--- src/design/spm_pkg.sv ---
// Shared constants and types for the sleep and idle power-mode sequencer.
package spm_pkg;

  // Oscillator control input layout.
  localparam int OSC_CTL_W   = 8;
  localparam int SLP_SEL_BIT = 4;
  localparam int OSC_SRC_LSB = 0;
  localparam int OSC_SRC_W   = 2;

  // Widths of the peripheral, priority, divider, pin and start-up counter groups.
  localparam int NUM_PB     = 7;
  localparam int NUM_PERIPH = 8;
  localparam int DIV_W      = 7;
  localparam int PRIO_W     = 3;
  localparam int PIN_W      = 16;
  localparam int WAKE_CNT_W = 12;

  // System clock rate.
  localparam int CLK_MHZ = 125;

  // Oscillator start-up delays applied when Sleep wakes to Run, in nanoseconds.
  localparam int WAKE_FRC_NS  = 100;
  localparam int WAKE_POSC_NS = 2000;
  localparam int WAKE_SOSC_NS = 4000;
  localparam int WAKE_LOW_POWER_RC_OSC_NS = 1000;

  // Delays as whole cycles, rounded up because they are least times.
  localparam logic [WAKE_CNT_W-1:0] WAKE_FRC_CYC  = WAKE_CNT_W'((WAKE_FRC_NS * CLK_MHZ + 999) / 1000);
  localparam logic [WAKE_CNT_W-1:0] WAKE_POSC_CYC = WAKE_CNT_W'((WAKE_POSC_NS * CLK_MHZ + 999) / 1000);
  localparam logic [WAKE_CNT_W-1:0] WAKE_SOSC_CYC = WAKE_CNT_W'((WAKE_SOSC_NS * CLK_MHZ + 999) / 1000);
  localparam logic [WAKE_CNT_W-1:0] WAKE_LOW_POWER_RC_OSC_CYC = WAKE_CNT_W'((WAKE_LOW_POWER_RC_OSC_NS * CLK_MHZ + 999) / 1000);

  // Values after reset.
  localparam logic [NUM_PERIPH-1:0] PERIPH_EN_RST = 8'hff;
  localparam logic [PIN_W-1:0]      PIN_RST       = 16'h0000;
  localparam logic [WAKE_CNT_W-1:0] WAKE_CNT_RST  = 12'h000;
  localparam logic [DIV_W-1:0]      DIV_CNT_RST   = 7'h00;

  // Operating modes of the device.
  typedef enum logic [1:0] {
    SPM_RUN   = 2'b00,
    SPM_IDLE  = 2'b01,
    SPM_SLEEP = 2'b10,
    SPM_WAKE  = 2'b11
  } spm_mode_t;

  // Oscillator sources selectable by software.
  typedef enum logic [1:0] {
    SPM_OSC_FRC  = 2'b00,
    SPM_OSC_POSC = 2'b01,
    SPM_OSC_SOSC = 2'b10,
    SPM_OSC_LOW_POWER_RC_OSC = 2'b11
  } spm_osc_t;

endpackage

--- src/design/spm_clk_div.sv ---
// Clock-enable divider for one peripheral bus or the CPU.
`timescale 1ns/1ps
`default_nettype none
module spm_clk_div
  import spm_pkg::*;
(
  input  wire logic             clk,
  input  wire logic             rst,
  input  wire logic [DIV_W-1:0] div,
  input  wire logic             off,
  input  wire logic             run,
  output logic                  en
);

  logic [DIV_W-1:0] cnt_r;

  // One enable pulse every div+1 cycles; a stopped divider restarts from zero.
  always_ff @(posedge clk) begin
    if (rst) begin
      cnt_r <= DIV_CNT_RST;
      en    <= 1'b0;
    end else if (!run || off) begin
      cnt_r <= DIV_CNT_RST;
      en    <= 1'b0;
    end else if (cnt_r >= div) begin
      cnt_r <= DIV_CNT_RST;
      en    <= 1'b1;
    end else begin
      cnt_r <= cnt_r + 7'h01;
      en    <= 1'b0;
    end
  end

endmodule
`default_nettype wire

--- src/design/spm_power_ctl.sv ---
// Power-mode sequencer moving the core between Run, Idle and Sleep.
//
// Contract
// RL1: Halt with select clear enters Idle.
// RL2: Halt with select set enters Sleep.
// RL3: Sleep stops CPU and most peripheral clocks.
// RL4: Idle halts CPU, clocks keep running.
// RL5: Stop-in-idle peripherals halt on Idle entry.
// RL6: Higher-priority sleep-capable interrupt wakes Sleep.
// RL7: Any reset returns device to Run.
// RL8: Watchdog time-out wakes Sleep and Idle.
// RL9: Low-priority interrupt in Sleep moves to Idle.
// RL10: Low-priority interrupt leaves Idle unchanged.
// RL11: Watchdog not cleared automatically on Sleep.
// RL12: Fail-safe clock monitor off during Sleep.
// RL13: Brown-out detection still resets in Sleep.
// RL14: Sleep-capable peripherals keep clocks in Sleep.
// RL15: Sleep exit waits oscillator-dependent start-up delay.
// RL16: Output pins hold level during Sleep.
// RL17: Peripheral bus clocks divide or switch off.
// RL18: CPU clock slows; oscillator source selectable.
`timescale 1ns/1ps
`default_nettype none
module spm_power_ctl
  import spm_pkg::*;
(
  input  wire logic                    CLK,
  input  wire logic                    RESET,
  input  wire logic                    WAIT_EXEC,
  input  wire logic [OSC_CTL_W-1:0]    OSC_CTL,
  input  wire logic [PRIO_W-1:0]       CPU_PRIO,
  input  wire logic                    IRQ_PEND,
  input  wire logic [PRIO_W-1:0]       IRQ_PRIO,
  input  wire logic                    IRQ_SLEEP_OK,
  input  wire logic                    WDT_TIMEOUT,
  input  wire logic                    WDT_CLR_REQ,
  input  wire logic                    BROWNOUT,
  input  wire logic [NUM_PERIPH-1:0]   STOP_IN_IDLE,
  input  wire logic [NUM_PERIPH-1:0]   SLEEP_CAPABLE,
  input  wire logic [NUM_PB*DIV_W-1:0] PB_DIV,
  input  wire logic [NUM_PB-1:0]       PB_OFF,
  input  wire logic [DIV_W-1:0]        CPU_DIV,
  input  wire logic [PIN_W-1:0]        PIN_OUT_IN,
  output logic      [1:0]              MODE,
  output logic                         CPU_HALT,
  output logic                         CPU_CLK_EN,
  output logic      [NUM_PB-1:0]       PB_CLK_EN,
  output logic      [NUM_PERIPH-1:0]   PERIPH_CLK_EN,
  output logic                         FAIL_SAFE_CLOCK_MONITOR_EN,
  output logic                         BOR_RESET_REQ,
  output logic                         WDT_CLR,
  output logic      [OSC_SRC_W-1:0]    OSC_SEL,
  output logic                         WAKE_DONE,
  output logic      [PIN_W-1:0]        PIN_OUT
);

  spm_mode_t             mode_r;
  spm_mode_t             mode_nxt;
  logic [WAKE_CNT_W-1:0] wake_cnt_r;
  logic [WAKE_CNT_W-1:0] wake_cnt_nxt;
  logic [WAKE_CNT_W-1:0] wake_delay;
  logic                  bor_meta_r;
  logic                  bor_sync_r;
  logic                  hi_prio;
  logic                  sleep_sel;
  logic                  clk_run;
  spm_osc_t              osc_src;

  // Control inputs from the core and interrupt controller share CLK.
  assign sleep_sel = OSC_CTL[SLP_SEL_BIT];
  assign osc_src   = spm_osc_t'(OSC_CTL[OSC_SRC_LSB +: OSC_SRC_W]);
  assign hi_prio   = IRQ_PEND && (IRQ_PRIO > CPU_PRIO);

  // Start-up delay for the oscillator currently selected.
  always_comb begin
    unique case (osc_src)
      SPM_OSC_FRC:  wake_delay = WAKE_FRC_CYC;
      SPM_OSC_POSC: wake_delay = WAKE_POSC_CYC;
      SPM_OSC_SOSC: wake_delay = WAKE_SOSC_CYC;
      SPM_OSC_LOW_POWER_RC_OSC: wake_delay = WAKE_LOW_POWER_RC_OSC_CYC;
    endcase
  end

  // Mode sequencing; the watchdog and interrupt checks stand in priority order.
  always_comb begin
    mode_nxt     = mode_r;
    wake_cnt_nxt = wake_cnt_r;
    unique case (mode_r)
      SPM_RUN: begin
        if (WAIT_EXEC) begin
          mode_nxt = sleep_sel ? SPM_SLEEP : SPM_IDLE; // RL1 RL2
        end
      end
      SPM_IDLE: begin
        // A lower or equal priority request leaves the core halted here.
        if (WDT_TIMEOUT || hi_prio) begin
          mode_nxt = SPM_RUN; // RL8 RL10
        end
      end
      SPM_SLEEP: begin
        if (WDT_TIMEOUT || (hi_prio && IRQ_SLEEP_OK)) begin
          mode_nxt     = SPM_WAKE; // RL6 RL8
          wake_cnt_nxt = wake_delay - 12'h001; // RL15
        end else if (IRQ_PEND && IRQ_SLEEP_OK) begin
          mode_nxt = SPM_IDLE; // RL9
        end
      end
      SPM_WAKE: begin
        if (wake_cnt_r == WAKE_CNT_RST) begin
          mode_nxt = SPM_RUN; // RL15
        end else begin
          wake_cnt_nxt = wake_cnt_r - 12'h001;
        end
      end
    endcase
  end

  // Mode register; the synchronous reset covers every reset source.
  always_ff @(posedge CLK) begin
    if (RESET) begin
      mode_r     <= SPM_RUN; // RL7
      wake_cnt_r <= WAKE_CNT_RST;
    end else begin
      mode_r     <= mode_nxt;
      wake_cnt_r <= wake_cnt_nxt;
    end
  end

  // Mode and halt indication to the core, plus the resume pulse.
  always_ff @(posedge CLK) begin
    if (RESET) begin
      MODE      <= SPM_RUN;
      CPU_HALT  <= 1'b0;
      WAKE_DONE <= 1'b0;
    end else begin
      MODE      <= mode_nxt;
      CPU_HALT  <= (mode_nxt != SPM_RUN); // RL3 RL4
      WAKE_DONE <= (mode_r != SPM_RUN) && (mode_nxt == SPM_RUN);
    end
  end

  // Bus and CPU clocks run in Run and Idle; Sleep and the start-up wait stop them.
  assign clk_run = (mode_nxt == SPM_RUN) || (mode_nxt == SPM_IDLE); // RL3 RL4 RL9

  // CPU clock divider lets software trade speed for power while running.
  spm_clk_div u_cpu_div (
    .clk (CLK),
    .rst (RESET),
    .div (CPU_DIV),
    .off (1'b0),
    .run (clk_run),
    .en  (CPU_CLK_EN)
  ); // RL18

  // One divider per peripheral bus; each bus takes its own divide value and off bit.
  genvar gb;
  generate
    for (gb = 0; gb < NUM_PB; gb++) begin : g_pb
      spm_clk_div u_pb_div (
        .clk (CLK),
        .rst (RESET),
        .div (PB_DIV[gb*DIV_W +: DIV_W]),
        .off (PB_OFF[gb]),
        .run (clk_run),
        .en  (PB_CLK_EN[gb])
      ); // RL17 RL18
    end
  endgenerate

  // Per-peripheral clock gates follow the mode the sequencer is moving to.
  genvar gp;
  generate
    for (gp = 0; gp < NUM_PERIPH; gp++) begin : g_periph
      always_ff @(posedge CLK) begin
        if (RESET) begin
          PERIPH_CLK_EN[gp] <= PERIPH_EN_RST[gp];
        end else if (mode_nxt == SPM_RUN) begin
          PERIPH_CLK_EN[gp] <= 1'b1;
        end else if (mode_nxt == SPM_IDLE) begin
          PERIPH_CLK_EN[gp] <= !STOP_IN_IDLE[gp]; // RL5
        end else begin
          PERIPH_CLK_EN[gp] <= SLEEP_CAPABLE[gp]; // RL3 RL14
        end
      end
    end
  endgenerate

  // The clock monitor would flag the stopped clock as a failure, so it rests in Sleep.
  always_ff @(posedge CLK) begin
    if (RESET) begin
      FAIL_SAFE_CLOCK_MONITOR_EN <= 1'b1;
    end else begin
      FAIL_SAFE_CLOCK_MONITOR_EN <= (mode_nxt == SPM_RUN) || (mode_nxt == SPM_IDLE); // RL12
    end
  end

  // Watchdog clears come only from software; mode entry never adds one.
  always_ff @(posedge CLK) begin
    if (RESET) begin
      WDT_CLR <= 1'b0;
    end else begin
      WDT_CLR <= WDT_CLR_REQ; // RL11
    end
  end

  // Brown-out comes from the analog detector, so it is synchronised first.
  always_ff @(posedge CLK) begin
    if (RESET) begin
      bor_meta_r <= 1'b0;
      bor_sync_r <= 1'b0;
    end else begin
      bor_meta_r <= BROWNOUT;
      bor_sync_r <= bor_meta_r;
    end
  end

  // The reset request does not depend on the mode, so it works in Sleep too.
  always_ff @(posedge CLK) begin
    if (RESET) begin
      BOR_RESET_REQ <= 1'b0;
    end else begin
      BOR_RESET_REQ <= bor_sync_r; // RL13
    end
  end

  // The oscillator selection follows software only while the core is running.
  always_ff @(posedge CLK) begin
    if (RESET) begin
      OSC_SEL <= SPM_OSC_FRC;
    end else if (mode_r == SPM_RUN) begin
      OSC_SEL <= osc_src; // RL18
    end
  end

  // Pin levels are frozen in Sleep and during the start-up wait.
  always_ff @(posedge CLK) begin
    if (RESET) begin
      PIN_OUT <= PIN_RST;
    end else if ((mode_r == SPM_RUN) || (mode_r == SPM_IDLE)) begin // RL16
      PIN_OUT <= PIN_OUT_IN;
    end
  end
endmodule
`default_nettype wire

--- config.mk ---
export PLATFORM = sky130hd
export DESIGN_NAME = spm_power_ctl
export DESIGN_NICKNAME = d
export VERILOG_FILES = /design/src/design/spm_pkg.sv /design/src/design/spm_clk_div.sv /design/src/design/spm_power_ctl.sv
export SDC_FILE = /design/constraint.sdc
export NUM_CORES = 1
export LEC_CHECK = 0
export BUFFER_PORTS_ARGS = -buffer_cell sky130_fd_sc_hd__buf_4
export CAP_MARGIN = 20
export CORE_ASPECT_RATIO = 1.1
export CORE_MARGIN = 8
export CORE_UTILIZATION = 45
export CTS_BUF_LIST = sky130_fd_sc_hd__clkbuf_2 sky130_fd_sc_hd__clkbuf_4 sky130_fd_sc_hd__clkbuf_8
export DETAILED_ROUTE_END_ITERATION = 7
export PLACE_DENSITY = 0.72
export SYNTH_ARGS = -nofsm -noshare
export SYNTH_HDL_FRONTEND = slang
export SYNTH_HIERARCHICAL = 1
export SYNTH_SLANG_ARGS = --single-unit
--- constraint.sdc ---
create_clock -name CLK -period 2.5 [get_ports CLK]
set_clock_uncertainty 0.05 [all_clocks]
set_input_delay 0 -clock CLK [delete_from_list [all_inputs] [get_ports CLK]]
set_output_delay 0 -clock CLK [all_outputs]
set_load 0.01 [all_outputs]
Yosys cells after proc, flatten, opt, wreduce, memory -nomap -nowiden
Index checks and enable logic that the tools add are counted.

Flip-flop bits (word level): 111. Input port bits: 117. Output and inout port bits: 41. Logic and storage cells: 140.

Add/sub/neg operators: 10. Magnitude comparators: 9. Eq/ne operators: 9. Muxes and demuxes: 27. Bitwise operators: 1. Reductions and logical operators: 49.

Operator list (number): adder 7 x 1 -> 7 bit, second input constant (8); >= comparator 7 bit (8); case mux 12 bit (4 select lines) (1); two-way mux 12 bit (2); case mux 12 bit (2 select lines) (1); OR reduction 3 bit (8); subtractor 12 x 1 -> 12 bit, second input constant (2); OR reduction 2 bit (9); two-way mux 1 bit (16); logical NOT 12 bit (1); two-way mux 2 bit (6); logical OR 1 bit (11); logical NOT 1 bit (9); equality test 2 bit, second input constant (4); case mux 2 bit (4 select lines) (1); equality test 2 x 1 -> 1 bit, second input constant (3); logical NOT 2 bit (3); nonzero test 2 bit (3); logical AND 1 bit (4); != test 2 bit, second input constant (2); > comparator 3 bit (1); AND reduction 3 bit (1); NOT 1 bit (1).

Logic depth before layout (Yosys ltp)
Gate-level depths: netlist of the first run.

Depth after elaboration: 11. Depth in mapped cells: 11. Gate-level depth less buffers: 9.

Hierarchy
The synthesis of the first run kept the hierarchy.

Modules (own cells, without submodules): spm_clk_div (times used 8, cells each 52, area each 490.5 um2, sequential area each 160.2 um2); spm_power_ctl (times used 1, cells each 250, area each 2274.7 um2, sequential area each 940.9 um2).

Worst setup path before layout of the first run
OpenSTA, ideal clock, no wires.

Path type: register -> register. Start: register, netlist name MODE[1]. End: register wake_cnt_r[2]. Setup time: 0.074 ns. Arrival: 2.284 ns. Data required time: 2.376 ns. Path slack: 0.092 ns. Stages on the path, launching flop included: 11. Buffers on the path: 3. Period minus slack after synthesis: 2.408 ns. Cells stage by stage: dfxtp_1 -> buf_2 -> nand2_1 -> clkbuf_1 -> nand2_1 -> o21ai_0 -> ha_1 -> clkbuf_1 -> or3b_2 -> o31a_1 -> a31oi_1.

RTL lines: end signal: assignment (line spm_power_ctl.sv:125) `wake_cnt_r <= wake_cnt_nxt;`; end: declaration (line spm_power_ctl.sv:59) `logic [WAKE_CNT_W-1:0] wake_cnt_r;`.

Worst setup path in the final report of the first run
Start: register wake_cnt_r[2]. End: register g_pb[0].u_pb_div.cnt_r[3].

Word-level cells in the longest chain between the ends: 8. Elaborated cells on any way between the ends: 9. Those cells by class: 1 x eq/ne; 2 x mux; 6 x reduce/logical.

RTL lines: logical NOT 12 bit * (line spm_power_ctl.sv:109) `if (wake_cnt_r == WAKE_CNT_RST) begin`; two-way mux 2 bit * (line spm_power_ctl.sv:109); case mux 2 bit (4 select lines) * (line spm_power_ctl.sv:88) `unique case (mode_r)`; equality test 2 x 1 -> 1 bit / logical NOT 2 bit (equally long branches) (line spm_power_ctl.sv:143) `assign clk_run = (mode_nxt == SPM_RUN) || (mode_nxt == SPM_IDLE);`; logical OR 1 bit * (line spm_power_ctl.sv:143); via clk_run (line spm_power_ctl.sv:66) `logic clk_run;`; logical NOT 1 bit * (line spm_clk_div.sv:22) `end else if (!run || off) begin`; logical OR 1 bit * (line spm_clk_div.sv:22); OR reduction 3 bit (no line) *; end signal: assignment (line spm_clk_div.sv:29) `cnt_r <= cnt_r + 7'h01;`; end: declaration (line spm_clk_div.sv:15) `logic [DIV_W-1:0] cnt_r;`.

Mark *: on every way through the listed nets, which the timed path passes. The rest lies on a longest branch. A chain may end at the register's enable or synchronous reset.

==> reports/results.tsv, run 1 <==
stage	metric	value	unit
global_route	GRT overflow	0	
cts	clk sinks	111	
global_route	initial antenna violation count	0	
floorplan	Boundary Pins	158	
synth	top post-synthesis cells by area	dfxtp_1 36%, ha_1 15%, nor3_1 4.6%	
synth	top-area cell type share of the netlist area	35.8	%
floorplan	Starting Density	45.5	%
final_layout	P&R area growth vs syn	34.8	%
detailed_routing	Routed Antenna Nets	0	
timing	highest clock rate	413	MHz
synth	syn nets	855	
cts	Post-CTS Setup Repair Bufs	0	
cts	CTS tree	built	
final_layout	fill count	1149	
cts	CTS buffer count	9	
global_route	first-pass GRT wire length	26700	um
synth	post-synthesis simple-gate area fraction	19.8	%
synth	Synth Area in Compound Gates	15.3	%
critical_path	CP Capture Type	flip-flop	
synth	synthesized cell area	6200	um2
cts	Root Buffer	clkbuf_8	
final_layout	Final nets	1061	
cts	latest clock arrival within the worst-skew pair	0.39	ns
critical_path	critical path class	flip-flop to flip-flop	
placement	placed insts	1005	
placement	dpl hpwl	11900	um
synth	register bit total from synthesis	111	
detailed_routing	DR pass1 iterations	4	
final_layout	ant diodes	0	
cts	CTS H-Tree Depth	3	
floorplan	# rows	45	
final_layout	layout cell share with drive strength beyond 1	27.5	%
synth	prevailing post-synth register cell	dfxtp_1	
timing	Final setup viols	0	
critical_path	CP startpoint kind	flip-flop	
floorplan	Die Span Y	139	um
synth	Yosys Warn Count	6	
floorplan	Core ar.	13600	um2
cts	maximum clock path buffer count	2	
timing	final slew viol count	0	
global_route	Overall Global Routing Usage	18.1	%
timing	Worst-Margin Slew	0.717	ns
timing	Worst slew margin	52.2	%
timing	crit share post-route	96.8	%
critical_path	crit-path max FO	8	
global_route	largest net degree at the start of global routing	50	
synth	Adder-Cell Fraction of Synth Area	14.5	%
detailed_routing	DR vias	5518	
synth	post-synth top area cell	dfxtp_1	
detailed_routing	DRT iter0 DRCs	348	
flow_run	max-cap viol count	0	
synth	Distinct cells, synth	61	
pwr	PwrDens	476	nW/um2
pwr	VDD IR max	0.284	mV
detailed_routing	average wire per standard cell	15.0	um
final_layout	Final Util	61.3	%
synth	Mean Syn Cell Area	9.31	um2
detailed_routing	Routed WL	16000	um
synth	register area share after synthesis	35.8	%
placement	Port Buffer Count	152	
pwr	Static Leak	3.90	nW
global_route	vias in the first global route	5820	
synth	mux share of post-synthesis cell area	3.07	%
floorplan	die area	17800	um2
synth	Post-Syn Instances	666	
synth	XOR/XNOR Fraction of Synth Area	5.79	%
synth	number of flops mapped to enable cells by yosys	0	
detailed_routing	# DRC	0	
detailed_routing	vias per cell	5.19	
final_layout	Layout Cells excl Fill	1064	
cts	clk slew on worst S/H paths	0.10	ns
timing	fin crit period	2.42	ns
synth	asr flop ratio synth	0	%
worst_hold_path	Hold Path Class	primary input to flip-flop	
critical_path	WP data required	2.74	ns
placement	GP Congestion	0.825	
floorplan	Die X-Extent	128	um
critical_path	CP arrival	2.66	ns
timing	Final Hold Fails	0	
run_status	status	finished clean	
synth	largest family of logic cells by synthesized area	simple AND/OR/NAND/NOR gates	
-- cells by family (layout without fill, tap and decap cells) --
kind of cell | after synthesis | count (layout)
AND/OR/NAND/NOR | 227 | 227
flip-flops | 111 | 111
AO/OA/AOI/OAI | 103 | 103
buffers and inverters | 92 | 302
multiplexers | 19 | 19
XOR/XNOR | 41 | 41
other | 1 | 1
adder cells (fa/ha/maj) | 72 | 72
-- state kept, by name, summed over array words and instances (netlist names) --
register and flops:
WAKE_DONE 1, wake_cnt_r 12, g_pb.u_pb_div/en 7, u_cpu_div/en 1
PIN_OUT 16, bor_meta_r 1, PERIPH_CLK_EN 8, g_pb.u_pb_div/cnt_r 49
WDT_CLR 1, CPU_HALT 1, FAIL_SAFE_CLOCK_MONITOR_EN 1, bor_sync_r 1
OSC_SEL 2, MODE 2, u_cpu_div/cnt_r 7, BOR_RESET_REQ 1
-- path summary, 6_finish.rpt --
check	start	end	slack [ns]	cells after the start
hold reg to reg	bor_sync_r	BOR_RESET_REQ	0.41	1
setup reg to reg	wake_cnt_r[2]	g_pb[0].u_pb_div/cnt_r[3]	0.08	7
setup / recovery	wake_cnt_r[2]	g_pb[0].u_pb_div/cnt_r[3]	0.08	7
hold / removal	RESET	PIN_OUT[7]	0.03	2
-- timing repair --
action / CTS / global route
hold endpoints to repair: 68 / 0
setup endpoints to repair: 0 / 65
resized for setup: 0 / 20
hold buffers: 44 / 0
-- area by class of cell --
type | instances | area, um2 | share of cell area (%)
Tap cell | 188 | 235 | 2.81
Clock buffer | 10 | 138 | 1.65
Sequential cell | 111 | 2220 | 26.6
Clock inverter | 5 | 58.8 | 0.704
Inverter | 73 | 274 | 3.28
Timing Repair Buffer | 214 | 1720 | 20.5
Multi-Input combinational cell | 463 | 3710 | 44.4
-- power by group --
group          switching, mW  total [mW]  internal, mW
Combinational          0.456       0.951         0.495
Sequential            0.0638        1.92          1.85
Clock                  0.627        1.11         0.486
Total                   1.15        3.98          2.84
-- stage by stage --
stage	worst slack, ns	setup TNS, ns	power, mW	instance area [um2]	hold slack, ns
3_3_place_gp	0.137	0	2.79	7630	0.123
6_report	0.0803	0	3.98	8360	0.0258
4_1_cts	0.0575	0	4.00	8270	0.00436
5_1_grt	-0.0756	-0.0787	4.19	8360	0.0365
3_5_place_dp	0.0628	0	2.82	7630	0.130
2_1_floorplan	0.0920	0	2.43	6200	0.0403
-- cells in the final DEF, fill, tap and decap left out, types with 3 or more instances in the layout --
cell type / synthesis / routed
dfxtp_1: 111 / 111
a211oi_2: 8 / 8
nand2b_1: 8 / 8
nand2_1: 20 / 20
nand4_1: 10 / 10
nand3_1: 31 / 31
a211oi_1: 3 / 3
o21ai_0: 13 / 13
nor2_1: 38 / 38
inv_1: 73 / 73
clkbuf_8: 0 / 10
buf_4: 0 / 170
and3_1: 18 / 18
a21oi_1: 10 / 10
or3b_4: 0 / 7
nor3_1: 57 / 47
nor2b_1: 13 / 13
xor2_1: 25 / 25
a211o_1: 8 / 8
nor3_2: 0 / 10
a31oi_1: 5 / 5
xnor2_1: 16 / 16
dlygate4sd3_1: 0 / 44
a2bb2oi_1: 8 / 8
nor4_1: 4 / 3
mux2i_1: 19 / 19
o31ai_4: 8 / 8
o21a_1: 12 / 12
a21oi_2: 8 / 8
ha_1: 72 / 71
-- Yosys cell counts, types with 2 or more instances --
library cell  number
a211o_1            8
a211oi_1           3
a211oi_2           8
a21o_1             2
a21oi_1           10
a21oi_2            8
a2bb2oi_1          8
a31o_2             2
a31oi_1            5
and2_1             2
and3_1            18
and4b_1            2
buf_1              9
buf_2              3
clkbuf_1           7
dfxtp_1          111
ha_1              72
inv_1             73
mux2i_1           19
nand2_1           20
nand2b_1           8
nand3_1           31
nand4_1           10
nor2_1            38
nor2b_1           13
nor3_1            57
nor3b_1            2
nor4_1             4
o211ai_1           2
o21a_1            12
o21ai_0           13
o21bai_1           2
o31ai_4            8
or3_1              2
or3b_1             8
or3b_2             2
xnor2_1           16
xor2_1            25
-- critical path: stages, from the launching register on --
cell and delay [ns]:
dfxtp_1 0.34, or4_4 0.56, nor4_4 0.21, o21ai_1 0.12, nor2_1 0.15, buf_4 0.18
or3b_4 0.44, nor3_1 0.27
-- metal layers --
metal | global-route usage [%] | share of wire, % | vias to the layer above
met5 | 0 | 0 | -
met4 | 6.95 | 1.9 | 0
met3 | 4.35 | 4.6 | 23
met2 | 33.1 | 53 | 125
met1 | 19.6 | 41 | 2613
li1 | - | - | 2757
Note: power is estimated with default switching activity, not from simulation.
==> run 2, diff against run 1 <==
--- a/config.mk
+++ b/config.mk
@@ -13,6 +13,7 @@
 export CTS_BUF_LIST = sky130_fd_sc_hd__clkbuf_2 sky130_fd_sc_hd__clkbuf_4 sky130_fd_sc_hd__clkbuf_8
 export DETAILED_ROUTE_END_ITERATION = 7
 export PLACE_DENSITY = 0.72
+export RECOVER_POWER = 100
 export SYNTH_ARGS = -nofsm -noshare
 export SYNTH_HDL_FRONTEND = slang
 export SYNTH_HIERARCHICAL = 1
==> run 2 against run 1 <==
Compared with the run above: fmax about the same; die area unchanged; final area decreased by 1.9%; routed wire length down 0.22%; flip-flop and latch count unchanged; via count shrank 0.36%; non-clock buffer count is the same; sequential power barely moved; final cell count unchanged; critical path type unchanged; largest cell class unchanged.
==> reports/results.tsv, run 2 (synthesis results as in run 1) <==
stage	metric	value	unit
timing	fin crit period	2.42	ns
placement	dpl hpwl	11900	um
final_layout	Design Area, Final	8200	um2
global_route	Overall Global Routing Usage	18.1	%
flow_run	max-cap viol count	0	
worst_hold_path	Hold Path Class	primary input to flip-flop	
global_route	largest net degree at the start of global routing	50	
final_layout	most common library cell in the layout ignoring fill and taps	buf_4	
final_layout	Final Util	60.2	%
final_layout	fill count	1204	
critical_path	crit-path max FO	8	
final_layout	Top reg by flops	g_pb.u_pb_div/cnt_r	
floorplan	Die Span Y	139	um
cts	Root Buffer	clkbuf_8	
global_route	vias in the first global route	5820	
detailed_routing	DR vias	5498	
detailed_routing	DR pass1 iterations	5	
final_layout	Final nets	1061	
cts	clk sinks	111	
critical_path	CP Capture Type	flip-flop	
global_route	GRT overflow	0	
detailed_routing	DRT iter0 DRCs	405	
pwr	VDD IR max	0.271	mV
global_route	first-pass GRT wire length	26700	um
cts	latest clock arrival within the worst-skew pair	0.39	ns
timing	Final Hold Fails	0	
floorplan	Core ar.	13600	um2
critical_path	critical path class	flip-flop to flip-flop	
pwr	Static Leak	3.74	nW
detailed_routing	average wire per standard cell	15.0	um
floorplan	Die X-Extent	128	um
critical_path	CP startpoint kind	flip-flop	
critical_path	CP cell instances	or4_4, nor4_4, o21ai_1, nor2_1, buf_4, or3b_4, nor3_1	
detailed_routing	Routed Antenna Nets	0	
timing	highest clock rate	413	MHz
floorplan	# rows	45	
timing	Final setup viols	0	
timing	final hold slack	0.0260	ns
critical_path	CP arrival	2.66	ns
cts	CTS buffer count	9	
critical_path	CP delay by family, top	simple AND/OR/NAND/NOR gates	
cts	CTS H-Tree Depth	3	
cts	clk slew on worst S/H paths	0.10	ns
cts	maximum clock path buffer count	2	
detailed_routing	# DRC	0	
timing	crit share post-route	96.9	%
timing	Worst-Margin Slew	0.710	ns
final_layout	P&R area growth vs syn	32.3	%
detailed_routing	Routed WL	16000	um
pwr	PwrDens	480	nW/um2
final_layout	Largest register FFs	49	
critical_path	crit-path max cell delay	0.54	ns
floorplan	die area	17800	um2
placement	Port Buffer Count	152	
timing	setup ws final	0.0781	ns
cts	CTS tree	built	
timing	final slew viol count	0	
global_route	initial antenna violation count	0	
critical_path	Buf/Inv on CP	1	
critical_path	WP data required	2.74	ns
placement	GP Congestion	0.825	
placement	DP Worst Slack	0.0628	ns
timing	Worst slew margin	52.7	%
final_layout	layout cell share with drive strength beyond 1	22.7	%
final_layout	biggest regs	g_pb.u_pb_div/cnt_r x49, PIN_OUT x16, wake_cnt_r x12	
floorplan	Boundary Pins	158	
final_layout	most frequent cells in the layout	126 x buf_4, 111 x dfxtp_1, 73 x inv_1, 71 x ha_1, 47 x nor3_1	
floorplan	Starting Density	45.5	%
critical_path	Crit-path slowest cell	or4_4	
detailed_routing	vias per cell	5.17	
final_layout	ant diodes	0	
placement	dpl cell area	7630	um2
run_status	status	finished clean	
## run 2: cell count changes in the layout (fill, tap and decap cells not counted)
| cell | previous run | this run |
|---|---|---|
| clkbuf_1 | 0 | 42 |
| and2_1 | 2 | 1 |
| buf_4 | 170 | 126 |
| clkbuf_4 | 0 | 2 |
| and2_0 | 0 | 1 |
## run 2: final cells by class
class	count	area (um2)	share of cell area (%)
inverters	73	274	3.34
clock buffers	10	138	1.68
flip-flops and latches	111	2220	27.1
well taps	188	235	2.87
repair buffers	214	1560	19.0
multi-input cells	463	3710	45.3
clock inverters	5	58.8	0.717
## run 2: layer usage
layer / up-vias / global-route usage (%) / routed length (um)
met5: - / 0 / 0
li1: 2756 / - / -
met3: 20 / 4.35 / 758
met4: 0 / 6.95 / 285
met2: 124 / 33.1 / 8460
met1: 2598 / 19.6 / 6470
## run 2: path summary, 6_finish.rpt
path	endpoint	slack (ns)	from	cells after the start
worst min register to register	BOR_RESET_REQ	0.41	bor_sync_r	1
worst max register to register	g_pb[0].u_pb_div/cnt_r[3]	0.08	wake_cnt_r[3]	7
worst min-delay path	PIN_OUT[7]	0.03	RESET	2
worst max-delay path	g_pb[0].u_pb_div/cnt_r[3]	0.08	wake_cnt_r[3]	7
## run 2: worst register-to-register path: stages (launching register included)
cell and delay [ns]:
dfxtp_1 0.36, or4_4 0.54, nor4_4 0.21, o21ai_1 0.12
nor2_1 0.15, buf_4 0.18, or3b_4 0.44, nor3_1 0.27
## run 2: where the power goes
group          total (mW)  switching, mW  internal, mW
Sequential           1.92         0.0625          1.85
Clock                1.11          0.626         0.486
Combinational       0.903          0.454         0.449
## run 2: stage by stage
step	power [mW]	instances	TNS (ns)
2_1_floorplan	2.43	666	0
3_3_place_gp	2.79	1005	0
3_5_place_dp	2.82	1005	0
4_1_cts	4.00	1064	0
5_1_grt	4.14	1064	-0.0752
6_report	3.93	1064	0
## run 2: repair_timing
action / in CTS / in global routing
endpoints found under the hold margin: 68 / 0
buffers inserted: 0 / 0
gates resized for setup: 0 / 20
endpoints found under the setup margin: 0 / 65
hold buffers: 44 / 0
==> run 3, diff against run 2 <==
--- a/config.mk
+++ b/config.mk
@@ -14,6 +14,7 @@
 export DETAILED_ROUTE_END_ITERATION = 7
 export PLACE_DENSITY = 0.72
 export RECOVER_POWER = 100
+export SETUP_SLACK_MARGIN = 0.2
 export SYNTH_ARGS = -nofsm -noshare
 export SYNTH_HDL_FRONTEND = slang
 export SYNTH_HIERARCHICAL = 1
==> run 3 against run 2 <==
Compared with the run above: critical endpoint is now wake_cnt_r[2]; routed wire length increased by 3.0%; count of clock-buffer cells in the layout increased by 2; largest cell class unchanged; core utilization increased by 0.10 points; clock power about the same.
==> reports/results.tsv, run 3 (synthesis results as in run 1) <==
stage	metric	value	unit
cts	latest clock arrival within the worst-skew pair	0.36	ns
pwr	VDD IR max	0.284	mV
timing	Worst slew margin	63.5	%
final_layout	biggest regs	g_pb.u_pb_div/cnt_r x49, PIN_OUT x16, wake_cnt_r x12	
floorplan	Core ar.	13600	um2
critical_path	CP delay by family, top	simple AND/OR/NAND/NOR gates	
critical_path	crit-path max FO	6	
cts	clk sinks	111	
worst_hold_path	Worst Hold Path EP	MODE[0]	
timing	highest clock rate	435	MHz
final_layout	P&R area growth vs syn	32.5	%
pwr	Static Leak	3.74	nW
detailed_routing	DR pass1 iterations	4	
final_layout	most common library cell in the layout ignoring fill and taps	buf_4	
final_layout	layout cell share with drive strength beyond 1	23.7	%
pwr	Tot Pwr	3.92	mW
run_status	status	finished clean	
global_route	GRT overflow	0	
timing	final slew viol count	0	
cts	CTS tree	built	
final_layout	Final Util	60.3	%
timing	Worst-Margin Slew	0.547	ns
placement	Port Buffer Count	152	
global_route	largest net degree at the start of global routing	50	
global_route	initial antenna violation count	0	
floorplan	die area	17800	um2
critical_path	CP startpoint kind	flip-flop	
floorplan	# rows	45	
flow_run	max-cap viol count	0	
final_layout	most frequent cells in the layout	124 x buf_4, 106 x dfxtp_1, 73 x inv_1, 71 x ha_1, 47 x nor3_1	
timing	crit share post-route	91.9	%
cts	maximum clock path buffer count	2	
global_route	first-pass GRT wire length	26600	um
critical_path	WP data required	2.73	ns
critical_path	CP Capture Type	flip-flop	
final_layout	Largest register FFs	49	
cts	CTS H-Tree Depth	3	
worst_hold_path	Hold Path Class	primary input to flip-flop	
cts	clk slew on worst S/H paths	0.10	ns
global_route	vias in the first global route	5873	
critical_path	Crit-path slowest cell	or4_4	
cts	CTS buffer count	9	
pwr	PwrDens	478	nW/um2
placement	GP Congestion	0.883	
timing	final hold slack	0.0299	ns
final_layout	ant diodes	0	
detailed_routing	Routed Antenna Nets	0	
timing	RSZ-0062 raised after global routing	yes	
worst_hold_path	Worst Hold Launch	OSC_CTL[4]	
cts	Root Buffer	clkbuf_8	
global_route	Overall Global Routing Usage	18.0	%
critical_path	worst r2r path cells	6	
critical_path	CP cell instances	or4_4, o41ai_4, clkbuf_4, and3_1, o21ai_0, a31oi_1	
worst_hold_path	hold depth	4	
critical_path	Reg-to-Reg End	wake_cnt_r[2]	
detailed_routing	DRT iter0 DRCs	203	
critical_path	R2R Path Start	wake_cnt_r[2]	
detailed_routing	# DRC	0	
timing	Final Hold Fails	0	
critical_path	crit-path max cell delay	0.58	ns
floorplan	Die Span Y	139	um
critical_path	CP arrival	2.53	ns
floorplan	Die X-Extent	128	um
detailed_routing	DR vias	5561	
detailed_routing	Routed WL	16400	um
critical_path	reg-to-reg setup timing slack	0.20	ns
critical_path	Buf/Inv on CP	1	
floorplan	Boundary Pins	158	
detailed_routing	vias per cell	5.24	
floorplan	Starting Density	45.5	%
critical_path	critical path class	flip-flop to flip-flop	
detailed_routing	average wire per standard cell	15.5	um
final_layout	Top reg by flops	g_pb.u_pb_div/cnt_r	
final_layout	Final nets	1059	
timing	Final setup viols	0	
placement	dpl hpwl	12300	um
timing	fin crit period	2.30	ns
timing	TNS Setup	0	ns
[run 3: what timing repair did]
action / 4_1_cts / 5_1_grt
pin swaps: 2 / 8
setup buffers: 0 / 3
endpoints found under the hold margin: 84 / 0
endpoints found under the setup margin: 73 / 65
hold buffers: 43 / 0
resized for setup: 21 / 46
[run 3: power by group]
group	internal [mW]	switching, mW	leakage, nW
Sequential	1.86	0.0619	0.906
Combinational	0.457	0.458	2.73
Clock	0.510	0.582	0.103
Total	2.82	1.10	3.74
[run 3: worst max-delay path by stage]
stage	start	slack (ns)	depth (start not counted)	to
2_1_floorplan	MODE[1]	0.19	10	wake_cnt_r[2]
3_3_place_gp	wake_cnt_r[3]	0.11	7	g_pb[3].u_pb_div/cnt_r[2]
3_5_place_dp	wake_cnt_r[3]	-0.03	7	g_pb[5].u_pb_div/cnt_r[3]
4_1_cts	wake_cnt_r[3]	0.19	7	g_pb[5].u_pb_div/cnt_r[3]
5_1_grt	wake_cnt_r[8]	0.09	7	g_pb[3].u_pb_div/cnt_r[5]
6_report	wake_cnt_r[2]	0.20	6	wake_cnt_r[2]
[run 3: worst register-to-register path: stages, from the launching register on]
cell and delay (ns):
dfxtp_1 0.32, or4_4 0.58, o41ai_4 0.40, clkbuf_4 0.22
and3_1 0.33, o21ai_0 0.15, a31oi_1 0.19
[run 3: routing by layer]
layer / GRT usage, % / part of all wire (%) / vias to the layer above
li1: - / - / 2767
met1: 18.9 / 40 / 2632
met2: 33.9 / 53 / 130
met3: 3.42 / 4.2 / 32
met4: 7.27 / 2.4 / 0
met5: 0 / 0 / -
[run 3: final cells by class]
class	instances	area, um2
tap	188	235
inverter	73	274
clock inverter	3	43.8
sequential	111	2230
clock buffer	12	153
fill	1239	5410
timing repair buffer	212	1560
multi-input combinational	463	3720
[run 3: stage by stage]
stage / setup slack [ns] / cells / cell area (um2)
after floorplan: 0.192 / 666 / 6210
after global placement: 0.106 / 1001 / 7620
after detailed placement: -0.0265 / 1001 / 7620
after CTS: 0.186 / 1059 / 8330
after global routing: 0.0900 / 1062 / 8210
final: 0.201 / 1062 / 8210
